[config.mk]
export PLATFORM = sky130hd
export DESIGN_NAME = isq_qualifier
export DESIGN_NICKNAME = d
export VERILOG_FILES = /design/src/isq_qualifier.v /design/src/isq_rate_match.v
export VERILOG_INCLUDE_DIRS = /design/src /design/src/inc
export SDC_FILE = /design/constraint.sdc
export NUM_CORES = 1
export LEC_CHECK = 0
export BUFFER_PORTS_ARGS = -buffer_cell sky130_fd_sc_hd__buf_2
export CAP_MARGIN = 10
export CORE_MARGIN = 2
export CORE_UTILIZATION = 51
export CTS_CLUSTER_SIZE = 16
export DETAILED_ROUTE_END_ITERATION = 10
export GPL_TIMING_DRIVEN = 0
export HOLD_SLACK_MARGIN = 0.05
export PLACE_DENSITY = 0.72
export SYNTH_ARGS = -nofsm -noshare
export SYNTH_HDL_FRONTEND = slang
export SYNTH_SLANG_ARGS = --single-unit
[constraint.sdc]
create_clock -name i_sys_clk -period 2.2 [get_ports i_sys_clk]
set_clock_uncertainty 0.1 [all_clocks]
set_input_delay 0.44 -clock i_sys_clk [delete_from_list [all_inputs] [get_ports i_sys_clk]]
set_output_delay 0.44 -clock i_sys_clk [all_outputs]
set_load 0.01 [all_outputs]
[src/inc/isq_defs.vh]
// Notes on behaviour
// Accept 2D 960x540 at six listed rates
// Accept 2D 1920x1080 only at 50/60 Hz
// Accept 3D 960x540 only at 100/120 Hz
// Source sends 3D as alternating whole frames
// Portrait resolutions are always unsupported
// Displayed image limited to 1920x1080
// 2D and 3D share one pixel port
// Pixels carry at most 24 bits
// Source keeps interface within its limits
// Eye select high left, low right
// Eye select changes 1 ms before sync
// Eye select held 1 ms after sync
// One eye per frame, split by sync
// Flag raised when no mode matches
// Rate measured by reference clock count
`ifndef ISQ_DEFS_VH
`define ISQ_DEFS_VH
`define ISQ_CLK_HZ 50000000
`define ISQ_QHD_W 12'h3c0
`define ISQ_QHD_H 12'h21c
`define ISQ_FHD_W 12'h780
`define ISQ_FHD_H 12'h438
`define ISQ_MAX_W 12'h780
`define ISQ_MAX_H 12'h438
`define ISQ_TOL_HZ 2
`define ISQ_PIX_BITS 24
`define ISQ_CNT_W 24
`endif

[src/isq_qualifier.v]
`timescale 1ns/1ns
`default_nettype none
`include "isq_defs.vh"
// Source mode qualifier: samples the pixel clock and port on the system clock
module isq_qualifier #(
    parameter PIX_W = `ISQ_PIX_BITS
) (
    input wire i_sys_clk, // System reference clock, 50 MHz
    input wire i_reset, // Synchronous reset, active high
    input wire i_pclk, // Pixel clock from source
    input wire i_vsync, // Vertical sync, high active
    input wire i_hsync, // Horizontal sync, high active
    input wire i_data_en, // Active data enable
    input wire [PIX_W-1:0] i_pdata, // Pixel data
    input wire i_eye_select_input, // Eye select, high left
    input wire i_mode_3d, // Source announced as 3D
    input wire i_actuator_en, // System actuator enabled
    output reg [PIX_W-1:0] o_pdata, // Captured pixel data
    output reg o_pdata_valid, // Pixel data valid pulse
    output reg o_eye_left, // Current frame is left eye
    output reg [11:0] o_h_active, // Measured active pixels
    output reg [11:0] o_v_active, // Measured active lines
    output reg [`ISQ_CNT_W-1:0] o_frame_period, // Reference cycles per frame
    output reg o_frame_done, // New measurement pulse
    output reg o_mode_ok, // Source mode supported
    output reg o_unsupported, // Status flag: no mode matched
    output reg o_oversize // Image over display limit, raised only with actuator enabled
);
    // Two-stage synchronisers; first stages read only by second
    reg [3:0] meta;
    reg [3:0] sync;
    reg [PIX_W-1:0] pd_meta;
    reg [PIX_W-1:0] pd_sync;
    always @(posedge i_sys_clk)
    begin
        meta <= {i_pclk, i_vsync, i_hsync, i_data_en};
        sync <= meta;
        pd_meta <= i_pdata;
        pd_sync <= pd_meta;
    end
    wire pclk_s = sync[3];
    wire vs_s = sync[2];
    wire hs_s = sync[1];
    wire de_s = sync[0];

    // Eye select, 3D strap and actuator enable synchronised too
    reg [1:0] eye_meta;
    reg [1:0] eye_sync;
    reg act_meta;
    reg act_sync;
    always @(posedge i_sys_clk)
    begin
        eye_meta <= {i_eye_select_input, i_mode_3d};
        eye_sync <= eye_meta;
        act_meta <= i_actuator_en;
        act_sync <= act_meta;
    end

    // Edge detect on synchronised levels
    reg pclk_d;
    reg vs_d;
    reg hs_d;
    always @(posedge i_sys_clk)
    begin
        if (i_reset)
        begin
            pclk_d <= 1'b0;
            vs_d <= 1'b0;
            hs_d <= 1'b0;
        end
        else
        begin
            pclk_d <= pclk_s;
            vs_d <= vs_s;
            hs_d <= hs_s;
        end
    end
    wire pclk_rise = pclk_s & ~pclk_d;
    wire vs_rise = vs_s & ~vs_d;
    wire hs_rise = hs_s & ~hs_d;

    // Pixel count per line sampled on pixel clock rise, line count per frame on line sync rise
    reg [11:0] pix_cnt;
    reg [11:0] line_cnt;
    reg line_had_de;
    reg de_prev;
    reg [`ISQ_CNT_W-1:0] ref_cnt;
    reg seen_vs;
    always @(posedge i_sys_clk)
    begin
        if (i_reset)
        begin
            pix_cnt <= 12'h000;
            line_cnt <= 12'h000;
            line_had_de <= 1'b0;
            de_prev <= 1'b0;
            o_h_active <= 12'h000;
            o_v_active <= 12'h000;
            o_pdata <= {PIX_W{1'b0}};
            o_pdata_valid <= 1'b0;
        end
        else
        begin
            o_pdata_valid <= 1'b0;
            if (pclk_rise)
            begin
                de_prev <= de_s;
                // 24-bit pixel capture
                if (de_s)
                begin
                    o_pdata <= pd_sync;
                    o_pdata_valid <= 1'b1;
                    pix_cnt <= pix_cnt + 12'h001;
                    line_had_de <= 1'b1;
                end
                // Latch line width on falling data enable
                if (de_prev && !de_s)
                begin
                    o_h_active <= pix_cnt;
                    pix_cnt <= 12'h000;
                end
            end
            if (vs_rise)
            begin
                o_v_active <= line_cnt + {11'h000, line_had_de};
                line_cnt <= 12'h000;
                line_had_de <= 1'b0;
            end
            else if (hs_rise && line_had_de)
            begin
                line_cnt <= line_cnt + 12'h001;
                line_had_de <= 1'b0;
            end
        end
    end

    // reference count between sync edges
    always @(posedge i_sys_clk)
    begin
        if (i_reset)
        begin
            ref_cnt <= {`ISQ_CNT_W{1'b0}};
            o_frame_period <= {`ISQ_CNT_W{1'b0}};
            o_frame_done <= 1'b0;
            seen_vs <= 1'b0;
        end
        else
        begin
            o_frame_done <= 1'b0;
            if (vs_rise)
            begin
                ref_cnt <= {`ISQ_CNT_W{1'b0}};
                seen_vs <= 1'b1;
                if (seen_vs)
                begin
                    o_frame_period <= ref_cnt + 1'b1;
                    o_frame_done <= 1'b1;
                end
            end
            else if (ref_cnt != {`ISQ_CNT_W{1'b1}})
            begin
                ref_cnt <= ref_cnt + 1'b1; // Saturates when sync stops
            end
        end
    end

    // eye latched at frame start
    // Eye level is stable around the sync edge by the source's setup/hold.
    always @(posedge i_sys_clk)
    begin
        if (i_reset)
            o_eye_left <= 1'b0;
        else if (vs_rise)
            o_eye_left <= eye_sync[1];
    end

    // Rate window matches, one per supported nominal rate
    wire [5:0] rate_hit;
    isq_rate_match #(.RATE_HZ(50)) u_r50 (.i_period(o_frame_period), .o_match(rate_hit[0]));
    isq_rate_match #(.RATE_HZ(60)) u_r60 (.i_period(o_frame_period), .o_match(rate_hit[1]));
    isq_rate_match #(.RATE_HZ(100)) u_r100 (.i_period(o_frame_period), .o_match(rate_hit[2]));
    isq_rate_match #(.RATE_HZ(120)) u_r120 (.i_period(o_frame_period), .o_match(rate_hit[3]));
    isq_rate_match #(.RATE_HZ(200)) u_r200 (.i_period(o_frame_period), .o_match(rate_hit[4]));
    isq_rate_match #(.RATE_HZ(240)) u_r240 (.i_period(o_frame_period), .o_match(rate_hit[5]));

    // exact landscape sizes only
    // Portrait (height over width) never equals these, so it is rejected.
    wire is_qhd = (o_h_active == `ISQ_QHD_W) && (o_v_active == `ISQ_QHD_H);
    wire is_fhd = (o_h_active == `ISQ_FHD_W) && (o_v_active == `ISQ_FHD_H);
    wire is_3d = eye_sync[0];
    // 2D quarter-HD at any of the six rates
    wire ok_2d_qhd = !is_3d && is_qhd && (|rate_hit);
    // 2D full-HD 50/60 only
    wire ok_2d_fhd = !is_3d && is_fhd && (rate_hit[0] | rate_hit[1]);
    // 3D quarter-HD 100/120 only
    wire ok_3d_qhd = is_3d && is_qhd && (rate_hit[2] | rate_hit[3]);
    // one port for both formats
    wire next_ok = ok_2d_qhd | ok_2d_fhd | ok_3d_qhd;
    // display size limit
    wire next_over = act_sync &&
        ((o_h_active > `ISQ_MAX_W) || (o_v_active > `ISQ_MAX_H));

    // status flag update
    // Judged two cycles after each new period so all measures are settled.
    reg judge;
    always @(posedge i_sys_clk)
    begin
        if (i_reset)
        begin
            judge <= 1'b0;
            o_mode_ok <= 1'b0;
            o_unsupported <= 1'b0;
            o_oversize <= 1'b0;
        end
        else
        begin
            judge <= o_frame_done;
            if (judge)
            begin
                o_mode_ok <= next_ok;
                o_unsupported <= ~next_ok;
                o_oversize <= next_over;
            end
        end
    end
endmodule
`default_nettype wire

[src/isq_rate_match.v]
`timescale 1ns/1ns
`default_nettype none
`include "isq_defs.vh"
// Compares a frame period count against one nominal rate +/- tolerance
module isq_rate_match #(
    parameter RATE_HZ = 60
) (
    input wire [`ISQ_CNT_W-1:0] i_period, // Reference cycles per frame
    output wire o_match // Period within window
);
    // Longer period means lower rate, so low rate bound gives the upper count
    // Worked out in 32 bits, then cut to the counter width on purpose
    localparam integer MAX_FULL = `ISQ_CLK_HZ / (RATE_HZ - `ISQ_TOL_HZ);
    localparam integer MIN_FULL = `ISQ_CLK_HZ / (RATE_HZ + `ISQ_TOL_HZ);
    localparam [`ISQ_CNT_W-1:0] CNT_MAX = MAX_FULL[`ISQ_CNT_W-1:0];
    localparam [`ISQ_CNT_W-1:0] CNT_MIN = MIN_FULL[`ISQ_CNT_W-1:0];
    // tolerance window compare
    assign o_match = (i_period >= CNT_MIN) && (i_period <= CNT_MAX);
endmodule
`default_nettype wire

# Yosys cells after proc, flatten, opt, wreduce, memory -nomap -nowiden

Cells that the tools add are included.

Output and inout port bits: 78
Word-level logic and storage cells: 98
Register bits: 195
Input port bits: 33

Add/sub/neg operators: 4
Reductions and logical operators: 30
Equality and inequality tests: 5
Bitwise logic cells: 13
Multiplexer cells: 4
Order comparisons: 14

Operator list:

| cell                                                                                   | number |
|---|---|
| 24-bit by 18-bit greater-or-equal comparator with 1-bit output (second input constant) | 2 |
| 24-bit by 19-bit greater-or-equal comparator with 1-bit output (second input constant) | 2 |
| 24-bit by 20-bit greater-or-equal comparator with 1-bit output (second input constant) | 2 |
| 24-bit by 18-bit <= comparator with 1-bit output (second input constant)               | 2 |
| 24-bit by 19-bit <= comparator with 1-bit output (second input constant)               | 2 |
| 24-bit by 20-bit <= comparator with 1-bit output (second input constant)               | 2 |
| 12-bit by 1-bit adder with 12-bit output (second input constant)                       | 2 |
| 24-bit by 1-bit adder with 24-bit output (second input constant)                       | 1 |
| 12-bit by 10-bit == test with 1-bit output (second input constant)                     | 2 |
| 12-bit by 11-bit == test with 1-bit output (second input constant)                     | 2 |
| 12-bit by 11-bit greater-than comparator with 1-bit output (second input constant)     | 2 |
| 12-bit two-way mux                                                                     | 2 |
| 24-bit != test (second input constant)                                                 | 1 |
| 1-bit logical AND                                                                      | 17 |
| 12-bit by 1-bit adder with 12-bit output                                               | 1 |
| 2-bit AND reduction                                                                    | 4 |
| 1-bit NOT                                                                              | 6 |
| 2-bit OR reduction                                                                     | 3 |
| 6-bit OR reduction                                                                     | 1 |
| 1-bit bitwise OR                                                                       | 4 |
| 1-bit bitwise AND                                                                      | 3 |
| 3-bit OR reduction                                                                     | 1 |
| 1-bit logical NOT                                                                      | 2 |
| 1-bit two-way mux                                                                      | 2 |
| other kinds (2)                                                                        | 2 |

# Depth between registers and ports, before layout

Gate-level depths: netlist (run 1).

Depth in word-level cells: 7
Gate-level depth with buffers: 8
Mapped depth without buffers: 7

# Modules after synthesis

A second synthesis (run 1) with hierarchy kept.

Cells, all modules: 810
Area total of the unflattened synthesis: 7,621.1 µm²

By module, submodules not included:

| module                   | seq. area each (µm²) | times used | area an instance (µm²) | cells an instance |
|---|---|---|---|---|
| isq_qualifier            | 3,903.7              | 1          | 6,621.4                | 676 |
| isq_rate_match at u_r60  | 0.0                  | 1          | 239.0                  | 32 |
| isq_rate_match at u_r200 | 0.0                  | 1          | 181.4                  | 23 |
| isq_rate_match at u_r240 | 0.0                  | 1          | 181.4                  | 25 |
| isq_rate_match at u_r100 | 0.0                  | 1          | 147.6                  | 18 |
| isq_rate_match at u_r50  | 0.0                  | 1          | 140.1                  | 19 |
| isq_rate_match at u_r120 | 0.0                  | 1          | 110.1                  | 17 |

# Worst setup path after synthesis (run 1)

No wires, ideal clock.

Path type: reg-to-reg
Start: register o_frame_period[23]
End: register o_mode_ok
Setup time: 79 ps
Required time: 2,021 ps
Slack: -296 ps
Path buffers: 1
Data arrival time: 2,317 ps
Stages on the path, launching flop included: 9
Clock period less this slack: 2,496 ps
Path through: dfxtp_1 -> or4_1 -> buf_2 -> or4_1 -> or3_1 -> a221o_1 -> o211ai_2 -> a21oi_2 -> a211oi_2

Cells in the longest elaborated chain, start to end: 6
Elaborated cells on any way between the ends: 26
Classes of those cells: order compare: 12; bitwise: 4; reduce/logical: 10

Ends and longest elaborated chain:

| item                                                                                   | RTL line                                 | RTL |
|---|---|---|
| start, declared                                                                        | isq_qualifier.v:23                       | `` output reg [`ISQ_CNT_W-1:0] o_frame_period, `` |
| start signal, assigned                                                                 | isq_qualifier.v:143                      | `` o_frame_period <= {`ISQ_CNT_W{1'b0}}; `` |
| start signal, assigned                                                                 | isq_qualifier.v:156                      | `o_frame_period <= ref_cnt + 1'b1;` |
| 24-bit by 20-bit greater-or-equal comparator with 1-bit output (tied with other cells) | isq_rate_match.v:18                      | `assign o_match = (i_period >= CNT_MIN) && (i_period <= CNT_MAX);` |
| 1-bit logical AND                                                                      | isq_rate_match.v:18                      |  |
| 6-bit OR reduction or 1-bit bitwise OR (tied branches)                                 | isq_qualifier.v:192, isq_qualifier.v:194 |  |
| 1-bit logical AND, on equally long branches                                            | isq_qualifier.v:192, isq_qualifier.v:194 |  |
| 1-bit bitwise OR                                                                       | isq_qualifier.v:198                      | `wire next_ok = ok_2d_qhd \| ok_2d_fhd \| ok_3d_qhd;` |
| 1-bit bitwise OR *                                                                     | isq_qualifier.v:198                      |  |
| end signal, assigned                                                                   | isq_qualifier.v:220                      | `o_mode_ok <= next_ok;` |
| end, declared                                                                          | isq_qualifier.v:25                       | `output reg o_mode_ok,` |

Every way passes the cells marked *; elsewhere a longest branch is shown, timed or not.
A chain may end at the register's enable or synchronous reset.

# Final worst setup path (run 1)

Start: register o_frame_period[1]
End: register o_mode_ok

Same word-level chain as after synthesis.

==> flow_summary.ini, run 1 <==
[sta]
clock.fmax_mhz = 389
layout_min_cycle_time_ns = 2.57
slew_viol_final = 0
worst_hold_slack_ns = 0.222
worst_pin_slew_ns = 0.653
setup_slack_ns = -0.374
setup-tns-final_ns = -0.680
hold_violations = 0
setup_violations = 2
period_share = 1.17
rsz0062_at_grt = true
maxSlewHeadroom = 0.561

[detailed_routing]
antenna_left = 0
viasPerCell = 5.53
drtIter0Drc = 526
drc = 0
wl_per_cell_um = 16.2
routed_wl_um = 19100
vias = 6504
dr.pass1.iters = 5

[power]
power.total_uw = 7430
p_per_area_nw_per_um2 = 803
power_leakage_uw = 0.00358
ir_worst_vdd_uv = 933

[final_layout]
layout.nets = 1021
fillers = 1150
final-instance-count-excl-fill = 1176
syn_to_final_growth_pct = 25.4
diodes = 0
drive_gt1_frac = 0.205

[floorplanning]
fp-row-count = 43
die_height_um = 124
coreArea_sq_um = 14000
die_x_um = 124
ios = 111
start_util = 0.527
die_area_sq_um = 15400

[cts]
cts_tree = built
clock_sink_count = 195
clkTransAtPathRegs_ns = 0.07
root_buffer = clkbuf_16
cts_buffers = 17
clk_latency_ns = 0.43
clockBufferDepth = 2
cts_max_level = 4

[worst_setup_path]
crit_start = o_frame_period[1]
cp-end-kind = register
worstSetupStartpointType = register
arrival_ns = 2.82
reg2reg_from = o_frame_period[1]
path_class = register to register
worstPathMaxFanout = 9
critPathRequiredTime_ns = 2.45

[placement]
placed_cells = 1110
io_buffers = 110
place_congestion = 0.932
dpl.hpwl_um = 13000

[synthesis]
synth_top_area_share = 0.530
yosysSeqAreaShare = 0.530
synth_most_common_cell = dfxtp_1
avgSynthCellArea_sq_um = 8.99
syn_area_sq_um = 7370
synthCells = 820
synth_edf_count = 0
syn-num-nets = 858
synth_commonest_cells = dfxtp_1 (195), nand2_1 (120), nor2_1 (76), a21oi_1 (74), clkbuf_1 (47)
yosysWarnings = 0
synthTopCellsByArea = dfxtp_1 (53%), nand2_1 (6.1%), a21oi_1 (5.0%)
yosysUniqueCellTypes = 58
async_reset_ff_frac = 0
ys_ff_latch = 195
synth_flop_cell = dfxtp_1
yosysTopAreaCell = dfxtp_1

[global_routing]
grt_overflow = 0
grt_antenna_before_repair = 0
grt_pass1_wl_um = 31400
grt_use_total = 0.249
first_global_vias = 6336
grt_max_degree = 19

[outcome]
status = complete, but fails checks
violations = negative setup slack

[job]
maxCapViolations = 0

[hold_path]
min_from = pd_meta[5]
hp-class = register to register
cells by family after synthesis:
kind of cell	share of synthesized area
AO/OA/AOI/OAI	0.142
XOR/XNOR	0.0594
adder cells (fa/ha/maj)	0.00849
buffers and inverters	0.0295
flip-flops	0.530
multiplexers	0.00272
AND/OR/NAND/NOR	0.228
cell type report:
class | instances | area, sq um | area share
sequential | 195 | 3920 | 0.424
timing repair buffer | 148 | 913 | 0.0988
buffer | 49 | 218 | 0.0236
clock inverter | 13 | 159 | 0.0172
clock buffer | 19 | 443 | 0.0479
inverter | 4 | 15.0 | 0.00162
multi-input combinational | 568 | 3350 | 0.363
tap | 180 | 225 | 0.0244
sequential cells by signal, summed over array words and instances, names as in the netlist, 2 cells and up:
name	cells
o_frame_period	24
o_pdata	24
pd_meta	24
pd_sync	24
ref_cnt	24
line_cnt	12
o_h_active	12
o_v_active	12
pix_cnt	12
meta	4
sync	4
eye_meta	2
eye_sync	2
report_power, final:
group	internal [uW]	switching, uW	total (uW)
clock	1750	1420	3170
combinational	222	317	538
sequential	3650	74.5	3720
critical path: stages, from the launching register on:
cell      delay (ns)
dfxtp_1         0.43
or4b_2          0.72
nor4_2          0.25
and2_1          0.17
o22ai_1         0.12
a21o_1          0.22
a211o_1         0.26
a211oi_2        0.22
repair_timing:
item | CTS | global route
hold buffers | 31 | 0
buffers inserted | 6 | 1
pin swaps | 8 | 9
resized for setup | 23 | 48
cloned | 0 | 0
hold endpoints to repair | 31 | 0
setup endpoints to repair | 35 | 54
placed cells by master, fill, tap and decap left out, types with 5 or more instances in the layout:
cell type	n
and3_1	8
buf_2	111
o21ai_0	20
a211oi_1	27
dfxtp_2	8
nor4_1	10
buf_4	8
nand3_1	27
clkbuf_2	14
o211ai_1	8
or3_1	8
dfxtp_1	186
nand2_1	120
a31oi_1	5
nand4b_1	7
clkbuf_1	29
a21oi_1	73
nor2_1	74
nor3_1	15
clkbuf_16	17
nand4_1	14
xor2_1	29
xnor2_1	21
nor2b_1	9
inv_6	5
nand2b_1	9
dlygate4sd3_1	31
worst paths after layout:
path                     end  slack [ns]  cells past startpoint
hold / removal    pd_sync[5]        0.22                      0
hold reg to reg   pd_sync[5]        0.22                      0
setup / recovery   o_mode_ok       -0.37                      7
setup reg to reg   o_mode_ok       -0.37                      7
through the flow:
stage	cell area, sq um	utilization	setup slack [ns]
final	9240	0.661	-0.374
after global routing	9240	0.661	-0.453
after CTS	9170	0.656	-0.404
after detailed placement	8150	0.583	-0.715
after global placement	8150	0.583	-0.762
after floorplan	7370	-	-0.296
per-layer routing:
metal  GRT usage  share of wire  up-vias
met5           0              0        -
met4      0.0892          0.024        0
met3      0.0594          0.068       46
met2       0.422           0.48      251
met1       0.308           0.43     3009
li1            -              -     3198
Power figures use the tool's default switching activity.
==> run 2: changes to the inputs <==
--- a/config.mk
+++ b/config.mk
@@ -8,13 +8,15 @@
 export LEC_CHECK = 0
 export BUFFER_PORTS_ARGS = -buffer_cell sky130_fd_sc_hd__buf_2
 export CAP_MARGIN = 10
+export CORE_ASPECT_RATIO = 1.4
 export CORE_MARGIN = 2
-export CORE_UTILIZATION = 51
+export CORE_UTILIZATION = 60
 export CTS_CLUSTER_SIZE = 16
 export DETAILED_ROUTE_END_ITERATION = 10
 export GPL_TIMING_DRIVEN = 0
 export HOLD_SLACK_MARGIN = 0.05
-export PLACE_DENSITY = 0.72
+export PLACE_DENSITY = 0.79
+export SLEW_MARGIN = 10
 export SYNTH_ARGS = -nofsm -noshare
 export SYNTH_HDL_FRONTEND = slang
 export SYNTH_SLANG_ARGS = --single-unit
==> constraint.sdc (replaced) <==
create_clock -name i_sys_clk -period 3.25 [get_ports i_sys_clk]
set_clock_uncertainty 0.1 [all_clocks]
set_input_delay 0.65 -clock i_sys_clk [delete_from_list [all_inputs] [get_ports i_sys_clk]]
set_output_delay 0.65 -clock i_sys_clk [all_outputs]
set_load 0.01 [all_outputs]
==> flow_summary.ini, run 2 (same netlist as run 1, synthesis figures left out) <==
[worst_setup_path]
critPathRequiredTime_ns = 3.49
cp-end-kind = register
r2r_slack_ns = 0.33
worstSetupStartpointType = register
path_class = register to register
worstSetupEndpoint = o_mode_ok
arrival_ns = 3.16
reg2reg_from = o_frame_period[14]
worstPathMaxFanout = 9
crit_start = o_frame_period[14]
r2r-end = o_mode_ok
r2r.worst_path.cells = 8

[final_layout]
final-instance-count-excl-fill = 1109
drive_gt1_frac = 0.159
utilization = 0.734
layout.nets = 987
final_cell_mix = dfxtp_1 (195), nand2_1 (120), buf_2 (113)
multiInputGateArea_sq_um = 3250
diodes = 0
fillers = 883
syn_to_final_growth_pct = 18.3
seq_area_sq_um = 3900
final_common_cell = dfxtp_1

[power]
ir_worst_vdd_uv = 441
power_leakage_uw = 0.00334
p_per_area_nw_per_um2 = 567

[detailed_routing]
viasPerCell = 5.86
routed_wl_um = 18700
drtIter0Drc = 389
dr.pass1.iters = 5
routed-wl-met3_um = 1140
antenna_left = 0
wl_per_cell_um = 16.8
drc = 0
wl_met1_um = 7270
top_layer = met4
vias = 6503
wl_met2_um = 9730

[sta]
layout_min_cycle_time_ns = 2.92
rsz0062_at_grt = false
setup-tns-final_ns = 0
slew_viol_final = 0
hold_violations = 0
worst_hold_slack_ns = 0.218
clock.fmax_mhz = 342
setup_slack_ns = 0.327
worst_pin_slew_ns = 0.695
setup_violations = 0
period_share = 0.899
maxSlewHeadroom = 0.533

[floorplanning]
coreArea_sq_um = 11900
start_util = 0.620
die_x_um = 97.7
fp-row-count = 47
ios = 111
die_height_um = 135
die_area_sq_um = 13200

[cts]
clockBufferDepth = 2
cts_max_level = 4
clk_latency_ns = 0.43
clkTransAtPathRegs_ns = 0.08
post-cts-setup-buffers = 0
cts_tree = built
cts_buffers = 17
ctsResizeCount = 0
root_buffer = clkbuf_16
clock_sink_count = 195
hold_buffers = 0

[job]
maxCapViolations = 0

[placement]
place_congestion = 0.931
dpl.hpwl_um = 13800
placed_cells = 1077
place_ws_ns = 0.433
io_buffers = 110

[hold_path]
hp-class = primary input to register

[global_routing]
first_global_vias = 6315
grt_pass1_wl_um = 29800
grt_max_degree = 21
grt_antenna_before_repair = 0
grt_overflow = 0
grt_use_total = 0.276

[outcome]
status = finished clean
[run 2: worst min path at each step]
stage	cells past startpoint	end	start
floorplan	0	act_sync	act_meta
global placement	0	pd_sync[8]	pd_meta[8]
global route	1	pd_meta[22]	i_pdata[22]
CTS	1	pd_meta[19]	i_pdata[19]
detailed placement	0	pd_sync[6]	pd_meta[6]
finish	1	pd_meta[22]	i_pdata[22]
[run 2: critical path: stages, from the launching register on]
cell and delay [ns]:
dfxtp_1 0.34, clkbuf_1 0.35, nor2b_1 0.32, nand2_1 0.08, a2111oi_0 0.63, nor3_1 0.09, o32a_1 0.40, a211o_1 0.33
a211oi_2 0.20
[run 2: stage by stage]
stage               area, sq um  power (uW)
CTS                        8720        4960
floorplan                  7370        2760
global route               8720        5090
global placement           8100        2880
finish                     8720        4940
detailed placement         8100        2890
[run 2: cell type report]
cell class | instances | area share
flip-flops and latches | 195 | 0.448
multi-input cells | 568 | 0.372
clock buffers | 18 | 0.0492
plain buffers | 53 | 0.0232
clock inverters | 14 | 0.0214
repair buffers | 110 | 0.0631
well taps | 147 | 0.0211
inverters | 4 | 0.00172
[run 2: routing by layer]
metal / vias to the layer above / track usage
li1: 3135 / -
met1: 3055 / 0.315
met2: 266 / 0.509
met3: 47 / 0.0455
met4: 0 / 0.118
met5: - / 0
[run 2: report_power, final]
part / leakage, uW / internal, uW / switching, uW
clock network: 0.000298 / 1110 / 987
logic: 0.00144 / 116 / 210
registers: 0.00160 / 2470 / 46.4
total: 0.00334 / 3700 / 1240
==> run 3: changes to the inputs <==
--- a/config.mk
+++ b/config.mk
@@ -7,7 +7,7 @@
 export NUM_CORES = 1
 export LEC_CHECK = 0
 export BUFFER_PORTS_ARGS = -buffer_cell sky130_fd_sc_hd__buf_2
-export CAP_MARGIN = 10
+export CAP_MARGIN = 20
 export CORE_ASPECT_RATIO = 1.4
 export CORE_MARGIN = 2
 export CORE_UTILIZATION = 60
@@ -16,6 +16,7 @@
 export GPL_TIMING_DRIVEN = 0
 export HOLD_SLACK_MARGIN = 0.05
 export PLACE_DENSITY = 0.79
+export REMOVE_ABC_BUFFERS = 1
 export SLEW_MARGIN = 10
 export SYNTH_ARGS = -nofsm -noshare
 export SYNTH_HDL_FRONTEND = slang
==> flow_summary.ini, run 3 (same netlist as run 1, synthesis figures left out) <==
[power]
power_leakage_uw = 0.00327
ir_worst_vdd_uv = 429
p_per_area_nw_per_um2 = 574

[detailed_routing]
top_layer = met4
wl_per_cell_um = 15.9
routed-wl-met3_um = 995
viasPerCell = 5.92
routed_wl_um = 16800
drc = 0
wl_met2_um = 8520
drtIter0Drc = 289
vias = 6258
dr.pass1.iters = 5
antenna_left = 0
wl_met1_um = 6690

[global_routing]
first_global_vias = 5849
grt_antenna_before_repair = 0
grt_use_total = 0.253
grt_pass1_wl_um = 27500
grt_max_degree = 79
grt_overflow = 0

[cts]
post-cts-setup-buffers = 0
hold_buffers = 0
cts_tree = built
clkTransAtPathRegs_ns = 0.07
cts_buffers = 17
ctsResizeCount = 0
cts_max_level = 4
clockBufferDepth = 2
root_buffer = clkbuf_16
clk_latency_ns = 0.43
clock_sink_count = 195

[placement]
place_congestion = 0.951
dpl.hpwl_um = 11600
io_buffers = 110
placedInstanceArea_sq_um = 7920

[worst_setup_path]
worstSetupStartpointType = register
arrival_ns = 3.13
worstPathMaxFanout = 21
r2r_slack_ns = 0.30
path_class = register to register
critPathRequiredTime_ns = 3.43
cp-end-kind = register

[final_layout]
drive_gt1_frac = 0.167
fillers = 947
final_cell_mix = dfxtp_1 (195), nand2_1 (120), buf_2 (109)
diodes = 0
layout.nets = 935
stdcell_area_sq_um = 8520
utilization = 0.717
syn_to_final_growth_pct = 15.6
final_common_cell = dfxtp_1

[job]
maxCapViolations = 0

[sta]
worst_pin_slew_ns = 0.986
setup_violations = 0
period_share = 0.908
hold_violations = 0
maxSlewHeadroom = 0.342
layout_min_cycle_time_ns = 2.95
slew_viol_final = 0
clock.fmax_mhz = 339
rsz0062_at_grt = false
setup-tns-final_ns = 0

[floorplanning]
die_x_um = 97.7
coreArea_sq_um = 11900
fp-row-count = 47
die_area_sq_um = 13200
die_height_um = 135
start_util = 0.620
ios = 111

[outcome]
status = finished clean

[hold_path]
hp-class = primary input to register
[run 3: worst paths after layout]
kind                               endpoint  cells past startpoint         from
worst min-delay path            pd_meta[19]                      1  i_pdata[19]
worst max-delay path             ref_cnt[0]                      7   ref_cnt[0]
worst min register to register   pd_sync[2]                      0   pd_meta[2]
worst max register to register   ref_cnt[0]                      7   ref_cnt[0]
[run 3: routing by layer]
metal  vias up  GRT usage
met5         -          0
met4         0      0.129
met3        58     0.0538
met2       241      0.439
met1      2935      0.294
li1       3024          -
[run 3: metrics by stage]
stage	power (uW)	worst slack [ns]	hold slack, ns	std cells
6_report	4890	0.299	0.218	1057
5_1_grt	5050	0.122	0.201	1057
4_1_cts	4910	0.0550	0.205	1057
3_5_place_dp	2860	0.111	0.212	1025
3_3_place_gp	2850	0.254	0.210	1024
2_1_floorplan	2730	0.701	0.210	767
[run 3: cell type report]
class | instances | area [sq um] | share of cell area
Sequential cell | 195 | 3900 | 0.458
Timing Repair Buffer | 111 | 568 | 0.0667
Clock buffer | 20 | 457 | 0.0536
Inverter | 4 | 15.0 | 0.00176
Tap cell | 147 | 184 | 0.0216
Clock inverter | 12 | 141 | 0.0166
Multi-Input combinational cell | 568 | 3250 | 0.382
[run 3: where the power goes]
part	total (uW)	internal (uW)	switching (uW)
Combinational	265	105	160
Clock	2080	1140	947
Sequential	2540	2470	76.2
Total	4890	3710	1180
[run 3: critical path, stage by stage, from the launching register on]
cell     delay [ns]
dfxtp_1        0.40
ha_1           0.22
nand3_1        0.26
nor4_1         0.72
and3_1         0.36
nand3_2        0.41
xnor2_1        0.29
nor2_1         0.05
